<file path="src/hdl/value_select_pkg.sv">
// shared constants, carriers and source codes for the value selector
// assumes one 100 MHz clock domain; all pins already synchronous
package value_select_pkg;
    // decade geometry: up to ten fields of 1-2-4-8 weighted bcd
    localparam int unsigned DIGITS_MAX = 10;
    localparam int unsigned BCD_W = 4;
    localparam logic [3:0] BCD_MAX = 4'h9;
    localparam logic [3:0] DIGIT_RST = 4'h0;

    // select pair levels that mean "remote": first pin low, second high
    localparam logic PAIR_A_REMOTE = 1'b0;
    localparam logic PAIR_B_REMOTE = 1'b1;
    // override pin levels that mean "active"
    localparam logic OPEN_ACTIVE = 1'b0;
    localparam logic SHORT_ACTIVE = 1'b1;

    // reset values of the indicator and override state
    localparam logic READY_RST = 1'b1;
    localparam logic OPEN_RST = 1'b0;
    localparam logic SHORT_RST = 1'b0;
    localparam logic CMD_REMOTE_RST = 1'b0;

    typedef logic [DIGITS_MAX-1:0][BCD_W-1:0] digit_vec_t;

    typedef enum logic [1:0] {
        SRC_LOCAL = 2'b00,
        SRC_BCD = 2'b01,
        SRC_CMD = 2'b10
    } source_t;

    // parallel connector lines from the external controller
    typedef struct packed {
        logic sel_local;
        logic sel_remote;
        logic open_n;
        logic short_req;
        digit_vec_t digits;
    } bcd_pins_t;

    // decoded command traffic from a bus or serial option
    typedef struct packed {
        logic init;
        logic write;
        logic release_req;
        logic open_req;
        logic short_req;
        digit_vec_t digits;
    } cmd_port_t;

    // build options of the unit
    typedef struct packed {
        logic present;
        logic is_cmd;
        logic short_fitted;
    } option_cfg_t;
endpackage

</file>
<file path="src/hdl/digit_slot.sv">
// one decade: picks local or remote digit, holds on a non-bcd code
// assumes use_remote_i is the source decision of the same cycle
`timescale 1ns/10ps
module digit_slot #(
    parameter bit FITTED = 1'b1
) (
    input wire logic ref_clk_i,
    input wire logic rst_i,
    input wire logic [3:0] local_digit_i,
    input wire logic [3:0] remote_digit_i,
    input wire logic use_remote_i,
    output logic [3:0] digit_o
);
    import value_select_pkg::*;

    logic [3:0] digit_q;
    logic [3:0] digit_d;
    logic [3:0] pick;

    // unfitted decades stay at zero whatever the pins carry
    always_comb begin
        pick = use_remote_i ? remote_digit_i : local_digit_i;
        digit_d = digit_q;
        if (!FITTED) begin
            digit_d = DIGIT_RST;
        end else if (pick <= BCD_MAX) begin
            digit_d = pick;
        end
    end

    always_ff @(posedge ref_clk_i or posedge rst_i) begin
        if (rst_i) begin
            digit_q <= DIGIT_RST;
        end else begin
            digit_q <= digit_d;
        end
    end

    assign digit_o = digit_q;

    // codes 10..15 are not decimal; holding avoids a bogus setting
    a_digit_hold: assert property (@(posedge ref_clk_i) disable iff (rst_i)
        (FITTED && pick > BCD_MAX) |=> digit_o == $past(digit_o))
        else $error("non-bcd digit changed the decade");
endmodule

</file>
<file path="src/hdl/value_selector.sv">
// source selection for the decade value, indicators and overrides
// assumes pins are synchronous to ref_clk_i; outputs lag inputs 1 cycle
`timescale 1ns/10ps
module value_selector #(
    parameter int unsigned FITTED_DECADES = value_select_pkg::DIGITS_MAX
) (
    input wire logic ref_clk_i,
    input wire logic rst_i,
    input wire logic panel_remote_i,
    input wire value_select_pkg::option_cfg_t option_i,
    input wire value_select_pkg::digit_vec_t thumb_digits_i,
    input wire value_select_pkg::bcd_pins_t bcd_i,
    input wire value_select_pkg::cmd_port_t cmd_i,
    output value_select_pkg::digit_vec_t value_o,
    output logic open_o,
    output logic short_o,
    output logic remote_led_o,
    output logic local_led_o,
    output logic ready_led_o
);
    import value_select_pkg::*;

    source_t source_q;
    source_t source_d;
    logic cmd_remote_q;
    logic cmd_remote_d;
    digit_vec_t cmd_val_q;
    digit_vec_t cmd_val_d;
    logic cmd_open_q;
    logic cmd_open_d;
    logic cmd_short_q;
    logic cmd_short_d;
    logic open_q;
    logic open_d;
    logic short_q;
    logic short_d;
    logic ready_q;
    logic ready_d;
    logic bcd_claim;
    logic open_req;
    logic short_req;
    digit_vec_t remote_digits;

    // a half-driven or equal pair is no claim; that keeps a dangling
    // cable from snatching control
    assign bcd_claim = (bcd_i.sel_local == PAIR_A_REMOTE)
        && (bcd_i.sel_remote == PAIR_B_REMOTE);

    // command side: latch value and overrides on each write
    always_comb begin
        cmd_val_d = cmd_val_q;
        cmd_open_d = cmd_open_q;
        cmd_short_d = cmd_short_q;
        if (cmd_i.write) begin
            cmd_val_d = cmd_i.digits;
            cmd_open_d = cmd_i.open_req;
            cmd_short_d = cmd_i.short_req;
        end
        // a write in the release cycle keeps remote: set beats clear
        cmd_remote_d = cmd_i.init
            && (cmd_i.write || (cmd_remote_q && !cmd_i.release_req));
    end

    always_ff @(posedge ref_clk_i or posedge rst_i) begin
        if (rst_i) begin
            cmd_val_q <= '0;
            cmd_open_q <= OPEN_RST;
            cmd_short_q <= SHORT_RST;
            cmd_remote_q <= CMD_REMOTE_RST;
        end else begin
            cmd_val_q <= cmd_val_d;
            cmd_open_q <= cmd_open_d;
            cmd_short_q <= cmd_short_d;
            cmd_remote_q <= cmd_remote_d;
        end
    end

    // source decision, panel switch first, then the option's claim
    always_comb begin
        source_d = SRC_LOCAL;
        if (!panel_remote_i || !option_i.present) begin
            source_d = SRC_LOCAL;
        end else if (option_i.is_cmd) begin
            if (cmd_remote_d) begin
                source_d = SRC_CMD;
            end
        end else if (bcd_claim) begin
            source_d = SRC_BCD;
        end
    end

    // overrides decoded per source; thumbwheels have no path to them
    always_comb begin
        open_req = 1'b0;
        short_req = 1'b0;
        unique case (source_d)
            SRC_LOCAL: begin
                open_req = 1'b0;
                short_req = 1'b0;
            end
            SRC_BCD: begin
                open_req = (bcd_i.open_n == OPEN_ACTIVE);
                short_req = option_i.short_fitted
                    && (bcd_i.short_req == SHORT_ACTIVE);
            end
            SRC_CMD: begin
                open_req = cmd_open_d;
                short_req = option_i.short_fitted && cmd_short_d;
            end
            default: begin
                open_req = 1'b0;
                short_req = 1'b0;
            end
        endcase
        // floating lines read high on open, low on short: inactive
        short_d = short_req;
        open_d = open_req && !short_req;
        ready_d = option_i.present;
    end

    always_ff @(posedge ref_clk_i or posedge rst_i) begin
        if (rst_i) begin
            source_q <= SRC_LOCAL;
            open_q <= OPEN_RST;
            short_q <= SHORT_RST;
            ready_q <= READY_RST;
        end else begin
            source_q <= source_d;
            open_q <= open_d;
            short_q <= short_d;
            ready_q <= ready_d;
        end
    end

    // remote digits come from whichever option is in control
    assign remote_digits = (source_d == SRC_CMD) ? cmd_val_d : bcd_i.digits;

    // one slot per decade field; extra fields are tied off inside
    for (genvar i = 0; i < DIGITS_MAX; i++) begin : g_slot
        digit_slot #(
            .FITTED(i < FITTED_DECADES)
        ) u_slot (
            .ref_clk_i(ref_clk_i),
            .rst_i(rst_i),
            .local_digit_i(thumb_digits_i[i]),
            .remote_digit_i(remote_digits[i]),
            .use_remote_i(source_d != SRC_LOCAL),
            .digit_o(value_o[i])
        );
    end

    // indicators follow the registered source, so never disagree
    assign remote_led_o = (source_q != SRC_LOCAL);
    assign local_led_o = (source_q == SRC_LOCAL);
    assign open_o = open_q;
    assign short_o = short_q;
    assign ready_led_o = ready_q;

    a_panel_local: assert property (@(posedge ref_clk_i) disable iff (rst_i)
        !panel_remote_i |=> source_q == SRC_LOCAL && !open_o)
        else $error("panel local did not force thumbwheel source");

    a_local_value: assert property (@(posedge ref_clk_i) disable iff (rst_i)
        (!panel_remote_i && thumb_digits_i[0] <= BCD_MAX)
        |=> value_o[0] == $past(thumb_digits_i[0]))
        else $error("thumbwheel digit not passed in local");

    a_no_claim: assert property (@(posedge ref_clk_i) disable iff (rst_i)
        (panel_remote_i && option_i.present && !option_i.is_cmd
        && !bcd_claim) |=> source_q == SRC_LOCAL)
        else $error("remote source without a claim");

    a_bad_pair: assert property (@(posedge ref_clk_i) disable iff (rst_i)
        (bcd_i.sel_local == bcd_i.sel_remote) && !option_i.is_cmd
        |=> source_q != SRC_BCD)
        else $error("invalid select pair gave remote control");

    a_bcd_take: assert property (@(posedge ref_clk_i) disable iff (rst_i)
        (panel_remote_i && option_i.present && !option_i.is_cmd && bcd_claim
        && bcd_i.digits[0] <= BCD_MAX)
        |=> source_q == SRC_BCD && value_o[0] == $past(bcd_i.digits[0]))
        else $error("connector digit not taken under remote");

    a_led_pair: assert property (@(posedge ref_clk_i) disable iff (rst_i)
        remote_led_o != local_led_o
        && (!remote_led_o || $past(panel_remote_i && option_i.present)))
        else $error("indicators disagree with source");

    a_unfitted_zero: assert property (@(posedge ref_clk_i) disable iff (rst_i)
        (FITTED_DECADES >= DIGITS_MAX) || value_o[DIGITS_MAX-1] == '0)
        else $error("unfitted decade not zero");

    a_open_drive: assert property (@(posedge ref_clk_i) disable iff (rst_i)
        (source_d == SRC_BCD && bcd_i.open_n == OPEN_ACTIVE
        && !(option_i.short_fitted && bcd_i.short_req))
        |=> open_o && !short_o)
        else $error("open input low did not open");

    a_short_wins: assert property (@(posedge ref_clk_i) disable iff (rst_i)
        (source_d == SRC_BCD && option_i.short_fitted
        && bcd_i.short_req == SHORT_ACTIVE) |=> short_o && !open_o)
        else $error("short did not take priority");

    a_idle_pins: assert property (@(posedge ref_clk_i) disable iff (rst_i)
        (source_d == SRC_BCD && bcd_i.open_n && !bcd_i.short_req)
        |=> !open_o && !short_o)
        else $error("inactive override levels acted");

    a_local_plain: assert property (@(posedge ref_clk_i) disable iff (rst_i)
        local_led_o |-> !open_o && !short_o)
        else $error("override reached without remote option");

    a_cmd_wait: assert property (@(posedge ref_clk_i) disable iff (rst_i)
        !cmd_i.init |=> source_q != SRC_CMD)
        else $error("command source before initialisation");

    a_ready_lamp: assert property (@(posedge ref_clk_i) disable iff (rst_i)
        option_i.present |=> ready_led_o)
        else $error("ready indicator off with option fitted");

    c_bcd_remote: cover property (@(posedge ref_clk_i) disable iff (rst_i)
        local_led_o ##1 remote_led_o && source_q == SRC_BCD);
    c_cmd_remote: cover property (@(posedge ref_clk_i) disable iff (rst_i)
        source_q == SRC_CMD && value_o[0] != thumb_digits_i[0]);
    c_short_over_open: cover property (@(posedge ref_clk_i)
        disable iff (rst_i) short_o && !bcd_i.open_n);
    c_back_local: cover property (@(posedge ref_clk_i) disable iff (rst_i)
        remote_led_o ##1 local_led_o);
endmodule

</file>
<file path="config.mk">
export PLATFORM = sky130hd
export DESIGN_NAME = value_selector
export DESIGN_NICKNAME = d
export VERILOG_FILES = /design/src/hdl/value_select_pkg.sv /design/src/hdl/digit_slot.sv /design/src/hdl/value_selector.sv
export SDC_FILE = /design/constraint.sdc
export NUM_CORES = 1
export LEC_CHECK = 0
export BUFFER_PORTS_ARGS = -buffer_cell sky130_fd_sc_hd__buf_2
export CAP_MARGIN = 10
export CORE_AREA = 5 5 108 110
export CTS_CLUSTER_DIAMETER = 30
export DETAILED_ROUTE_END_ITERATION = 12
export DIE_AREA = 0 0 113 115
export PLACE_DENSITY = 0.76
export SETUP_SLACK_MARGIN = 0.05
export SLEW_MARGIN = 20
export SYNTH_ARGS = -nofsm -noshare
export SYNTH_HDL_FRONTEND = slang
export SYNTH_SLANG_ARGS = --single-unit
</file>
<file path="constraint.sdc">
create_clock -name ref_clk_i -period 2.8 [get_ports ref_clk_i]
set_clock_uncertainty 0.15 [all_clocks]
set_input_delay 0.28 -clock ref_clk_i [delete_from_list [all_inputs] [get_ports ref_clk_i]]
set_output_delay 0.28 -clock ref_clk_i [all_outputs]
set_load 0.1 [all_outputs]
</file>
# --- Word-level counts from Yosys, hierarchy flattened ---
# Index checks and enable logic that the tools add are counted.
# W data, S select, Z words.
word_totals:
  regBits: 88
  input_bits: 135
  out_inout_bits: 45
  wordCells: 76
op_classes:
  magnitude_cmp: 10
  eq_ne: 2
  n_mux: 20
  bitwise: 2
  n_reduce_logical: 15
ops:
  columns: ["operator", "count"]
  rows:
  - ["$mux W40", 2]
  - ["$le A4 B4 Y1 const B", 10]
  - ["$mux W4", 10]
  - ["$logic_and A1 B1 Y1", 6]
  - ["$mux W2", 3]
  - ["$logic_not A1 Y1", 4]
  - ["$pmux W1 S2", 2]
  - ["$reduce_bool A2 Y1", 2]
  - ["$mux W1", 3]
  - ["$eq A2 B1 Y1 const B", 1]
  - ["$eq A2 B2 Y1 const B", 1]
  - ["$logic_not A2 Y1", 1]
  - ["$logic_or A1 B1 Y1", 2]
  - ["$not A1 Y1", 2]

# --- Logic depth before layout (Yosys ltp) ---
logic_depth:
  word_depth: 11
  ltp_mapped: 13
  depth_no_buf: 9

# --- By module ---
# Synthesis repeated with hierarchy kept, for this count alone.
unflattened:
  hier_cells: 463
  area_unflattened_um2: 4843.4
by_module_without_submodules:
  columns: ["mod", "n_inst", "cells_per_inst", "area_per_inst_um2", "seq_area_each_um2"]
  rows:
  - ["digit_slot", 10, 22, 246.5, 100.1]
  - ["value_selector", 1, 243, 2378.5, 1202.4]

# --- Worst setup path after synthesis ---
# No wires, ideal clock.
synth_path:
  kind: "input-to-reg"
  from: "input cmd_i[43] in the netlist's numbering"
  to: "register g_slot[6].u_slot.digit_q[0]"
  setup_time_ps: 125
  t_arrival_ps: 2504
  required_time_ps: 2525
  path_slack_ps: 20
  cell_stages: 13
  n_path_buf: 5
  cell_sequence: "buf_6 -> buf_6 -> buf_6 -> o21a_1 -> nand4_1 -> inv_1 -> ha_1 -> buf_2 -> nor2b_1 -> buf_2 -> a221o_1 -> o22ai_2 -> mux2_2"
synth_between:
  elab_chain_len: 9
  word_cells_on_any_way: 11
  cone_classes: "order compare: 1; eq/ne: 1; mux: 6; reduce/logical: 3"
synth_rtl:
  columns: ["element", "line_no", "rtl"]
  rows:
  - ["start, declared", "value_selector.sv:13", "input wire value_select_pkg::cmd_port_t cmd_i,"]
  - ["$logic_or A1 B1 Y1 *", "value_selector.sv:61", "&& (cmd_i.write || (cmd_remote_q && !cmd_i.release_req));"]
  - ["$logic_and A1 B1 Y1 *", "value_selector.sv:61", null]
  - ["net cmd_remote_d", "value_selector.sv:26", "logic cmd_remote_d;"]
  - ["$mux W2 *", "value_selector.sv:84", "if (cmd_remote_d) begin"]
  - ["$mux W2 *", "value_selector.sv:83", "end else if (option_i.is_cmd) begin"]
  - ["$mux W2 *", "value_selector.sv:81", "if (!panel_remote_i || !option_i.present) begin"]
  - ["net source_d[1]", "value_selector.sv:24", "source_t source_d;"]
  - ["$eq A2 B2 Y1", "value_selector.sv:136", "assign remote_digits = (source_d == SRC_CMD) ? cmd_val_d : bcd_i.digits;"]
  - ["$mux W40", "value_selector.sv:136", null]
  - ["$mux W4 *", "digit_slot.sv:22", "pick = use_remote_i ? remote_digit_i : local_digit_i;"]
  - ["$le A4 B4 Y1", "digit_slot.sv:26", "end else if (pick <= BCD_MAX) begin"]
  - ["end signal, assigned", "digit_slot.sv:35", "digit_q <= digit_d;"]
  - ["end, declared", "digit_slot.sv:16", "logic [3:0] digit_q;"]
# The timed path passes the listed nets; every way through them passes the cells marked *.
# A chain may end at the register's enable or synchronous reset.

# --- Worst setup path after layout ---
layout_path:
  from: "input cmd_i[44] in the netlist's numbering"
  to: "register g_slot[8].u_slot.digit_q[0]"
layout_between:
  elab_chain_len: 8
  word_cells_on_any_way: 9
  cone_classes: "order compare: 1; eq/ne: 1; mux: 5; reduce/logical: 2"
layout_rtl:
  columns: ["element", "line_no"]
  rows:
  - ["$logic_and A1 B1 Y1 *", "value_selector.sv:61"]
  - ["net cmd_remote_d", "value_selector.sv:26"]
  - ["$mux W2 *", "value_selector.sv:84"]
  - ["$mux W2 *", "value_selector.sv:83"]
  - ["$mux W2 *", "value_selector.sv:81"]
  - ["net source_d[1]", "value_selector.sv:24"]
  - ["$eq A2 B2 Y1", "value_selector.sv:136"]
  - ["$mux W40", "value_selector.sv:136"]
  - ["$mux W4 *", "digit_slot.sv:22"]
  - ["$le A4 B4 Y1", "digit_slot.sv:26"]
  - ["end signal, assigned", "digit_slot.sv:35"]
  - ["end, declared", "digit_slot.sv:16"]
# Marks and branches as above.

==> key figures <==
Run status
  – Outcome: finished, final reports clean

Route
  – Iteration-0 DRC count of the detailed router: 242
  – Vias per inst: 5.337
  – Final ANT Viol Nets: 0
  – DR WL/cell: 17.60 um
  – Detailed Route WL: 13040 um
  – Vias: roughly 4000
  – Drt first pass iters: 4
  – # DRC: 0

Placement
  – Gp weighted congestion: 0.8429
  – Buffers on Ports: 179
  – DP Wirelength: 9973 um

Logic synthesis
  – Syn avg cell area: 11.55 um^2
  – Syn. warnings: 0
  – Post-synthesis mux area share: between 10% and 20%
  – Post-Syn Area: 4574 um^2
  – Syn Inst Count: 396
  – Post-synthesis sequential area ratio: 48.17%
  – Async set or reset register ratio after synthesis: 100.0%
  – Main combinational cell family by area after synthesis: compound AO/OA/AOI/OAI gates
  – Largest cells by area after synthesis: dfrtp_1 48%, mux2_2 7.4%, o22a_1 5.7%
  – Top post-synthesis cells by count: 87 x dfrtp_1, 36 x nor2_1, 30 x and2_1, 30 x mux2_2, 30 x o22a_1
  – Compound-Gate Fraction of Synth Area: 22.32%
  – EDFF count, synth: 0
  – Fraction of synthesized cell area in xor and xnor cells: 0%
  – Most common cell in the netlist: dfrtp_1
  – Synth Area in Adders: 0.8206%
  – FF+latch count, synth: 88
  – Area leader, netlist: dfrtp_1
  – Unique masters post-synth: 32
  – Syn Nets: about 530
  – Ys flop type: dfrtp_1
  – Yosys top cell area share: 47.59%
  – Simple-Gate Fraction of Synth Area: 9.190%

Global routing
  – Congestion Overflow GR: 0
  – M2 GR Usage: 33.25%
  – Initial antenna violation count: 2
  – GRT Util Overall: between 10% and 20%
  – Largest net degree at the start of global routing: 89
  – GR met3 Demand/Resource: 5.895%
  – Met1 track demand over resource: 24.41%
  – GRT busiest layer: met2
  – Vias in the first global route: 4174
  – First-pass GRT wire length: between 20000 and 25000 um

Setup path
  – R2R Path Start: cmd_remote_q
  – Crit path max fanout: 12
  – Startpoint types: input port
  – CP Class: in2reg
  – CP Data Required Time: 2.90 ns
  – Critical path capture point type: register
  – Flop2flop setup slack: approximately 0.22 ns
  – Worst R2R Path Depth: 10
  – Worst path arrival time: 2.78 ns
  – FF-to-FF End: g_slot[8].u_slot.digit_o[0]

Clocking
  – H-tree Lvls: 3
  – Sink Count: 88
  – Root buffer cell: clkbuf_8
  – Worst-Skew Late Latency: between 0.3 and 0.4 ns
  – Clock tree from TritonCTS: yes
  – CTS buffer count: 9
  – CTS clk-pin slew, worst paths: approximately 0.080 ns
  – CTS Buffer Depth: 2

Final layout
  – Layout cells sized above 1: 46.92%
  – # diodes: 0
  – Area added between synthesis and finish: 32.19%
  – Fin nets: 734
  – Post-layout util: between 50% and 60%
  – FILL cells: slightly above 900

Power
  – VDD IR max: 0.2846 mV
  – Cell Pwr Density: a little under 600 nW/um^2
  – Total Power: 3.492 mW
  – Leakage: 2.976 nW

Die
  – FP Rows: 38
  – Die Wd: 113 um
  – Placeable Area: 10600 um^2
  – Die area: 13000 um^2
  – Initial Util: 43.14%
  – I/O pin count: 180
  – Die Ht: 115 um

STA
  – Fmax: 373.4 MHz
  – Normalized max-slew margin: 67.07%
  – Final Hold Viols: 0
  – Final Max Tran Viols: 0
  – RSZ-0062 raised after global routing: no
  – Total negative slack: 0 ns
  – Post-route minimum period: ~2.7 ns
  – Setup Viol. Count Final: 0
  – Slew @ Worst Pin: 0.4974 ns
  – Fin crit share: 95.65%
  – Hold Worst Slack: ~0.02 ns

Worst hold path
  – Hold endpoint: cmd_val_q[36]
  – HP Start: cmd_i[36]
  – Worst hold path type: in2reg
  – Hold path depth: 2

Flow run
  – # Max-Cap Violations: 0
==> logic make-up (layout without fill, tap and decap cells) <==
group / Yosys count / after routing
AO/OA/AOI/OAI: 124 / 124
adder cells (fa/ha/maj): 3 / 3
flip-flops: 88 / 88
AND/OR/NAND/NOR: 85 / 85
multiplexers: 62 / 62
buffers and inverters: 34 / 239
==> report_power, final <==
group          internal (mW)  switching [mW]  leakage (nW)  total, mW
Combinational          0.344           0.826          1.83       1.17
Sequential              1.40          0.0578          1.06       1.46
Clock                  0.412           0.450        0.0856      0.862
==> worst max-delay path by stage <==
| stage | startpoint | endpoint |
|---|---|---|
| finish | cmd_i[44] | g_slot[8].u_slot.digit_o[0] |
| global route | cmd_i[44] | g_slot[8].u_slot.digit_o[0] |
| CTS | cmd_i[44] | g_slot[8].u_slot.digit_o[0] |
| detailed placement | cmd_i[42] | g_slot[8].u_slot.digit_o[0] |
| global placement | cmd_remote_q | g_slot[2].u_slot.digit_o[0] |
| floorplan | cmd_i[43] | g_slot[2].u_slot.digit_o[0] |
==> per-stage QoR <==
step / cells / instance area, um^2 / setup WS, ns
6_report: 741 / 6047 / 0.1217
5_1_grt: 741 / 6047 / 0.03267
4_1_cts: 740 / 6020 / 0.1175
3_5_place_dp: 718 / 5771 / 0.1450
3_3_place_gp: 718 / 5771 / 0.2411
2_1_floorplan: 396 / 4589 / 0.05906
==> worst max-delay path: stages <==
cell and delay (ns):
dlygate4sd3_1 0.53, buf_2 0.11, o21a_1 0.12, nand4_1 0.22
inv_2 0.16, ha_4 0.21, nor2_1 0.06, buf_4 0.18
a221o_1 0.38, o22ai_2 0.16, mux2_2 0.36
==> routing by layer <==
metal | vias to the layer above | wire length (um) | part of all wire, %
li1 | 1859 | - | -
met1 | 1899 | 5463 | 42
met2 | 167 | 6126 | 47
met3 | 26 | 1153 | 8.8
met4 | 4 | 267 | 2.0
met5 | - | 27 | 0.21
==> cell type report <==
type | instances | area, um^2 | area share (%)
Sequential cell | 88 | 2203 | 36.44
Tap cell | 140 | 175.2 | 2.897
Inverter | 13 | 50.05 | 0.8276
Clock buffer | 11 | 131.4 | 2.173
Clock inverter | 5 | 57.56 | 0.9518
Multi-Input combinational cell | 274 | 2223 | 36.77
Timing Repair Buffer | 210 | 1206 | 19.95
==> cell usage in the layout (no fill, tap or decap), drive strengths merged <==
cell type / n
inv: 12
o21a: 23
dfstp: 1
nand2b: 1
mux2i: 18
clkinv: 2
nor2b: 3
nand4: 1
buf: 204
dfrtp: 87
mux2: 44
o21ba: 10
a221o: 12
a21oi: 5
o22ai: 10
o32a: 8
bufinv: 1
dlygate4sd3: 6
nor2: 36
a211oi: 8
nand2: 10
and4: 1
ha: 3
or2: 1
o22a: 30
o21ai: 14
o31ai: 4
and2: 30
nor3: 1
clkbuf: 11
nor4b: 1
clkinvlp: 3
==> state kept, by name, summed over array words and instances (netlist names) <==
signal,flops
g_slot.u_slot.digit_o,40
cmd_open_q,1
ready_led_o,1
cmd_short_q,1
short_o,1
cmd_val_q,40
source_q,2
open_o,1
cmd_remote_q,1
==> repair_timing <==
action | 4_1_cts | 5_1_grt
resized for setup | 0 | 3
endpoints found under the hold margin | 92 | 0
setup endpoints to repair | 0 | 7
setup buffers | 0 | 1
hold buffers | 6 | 0
No activity file was read; power rests on OpenSTA's default activity.
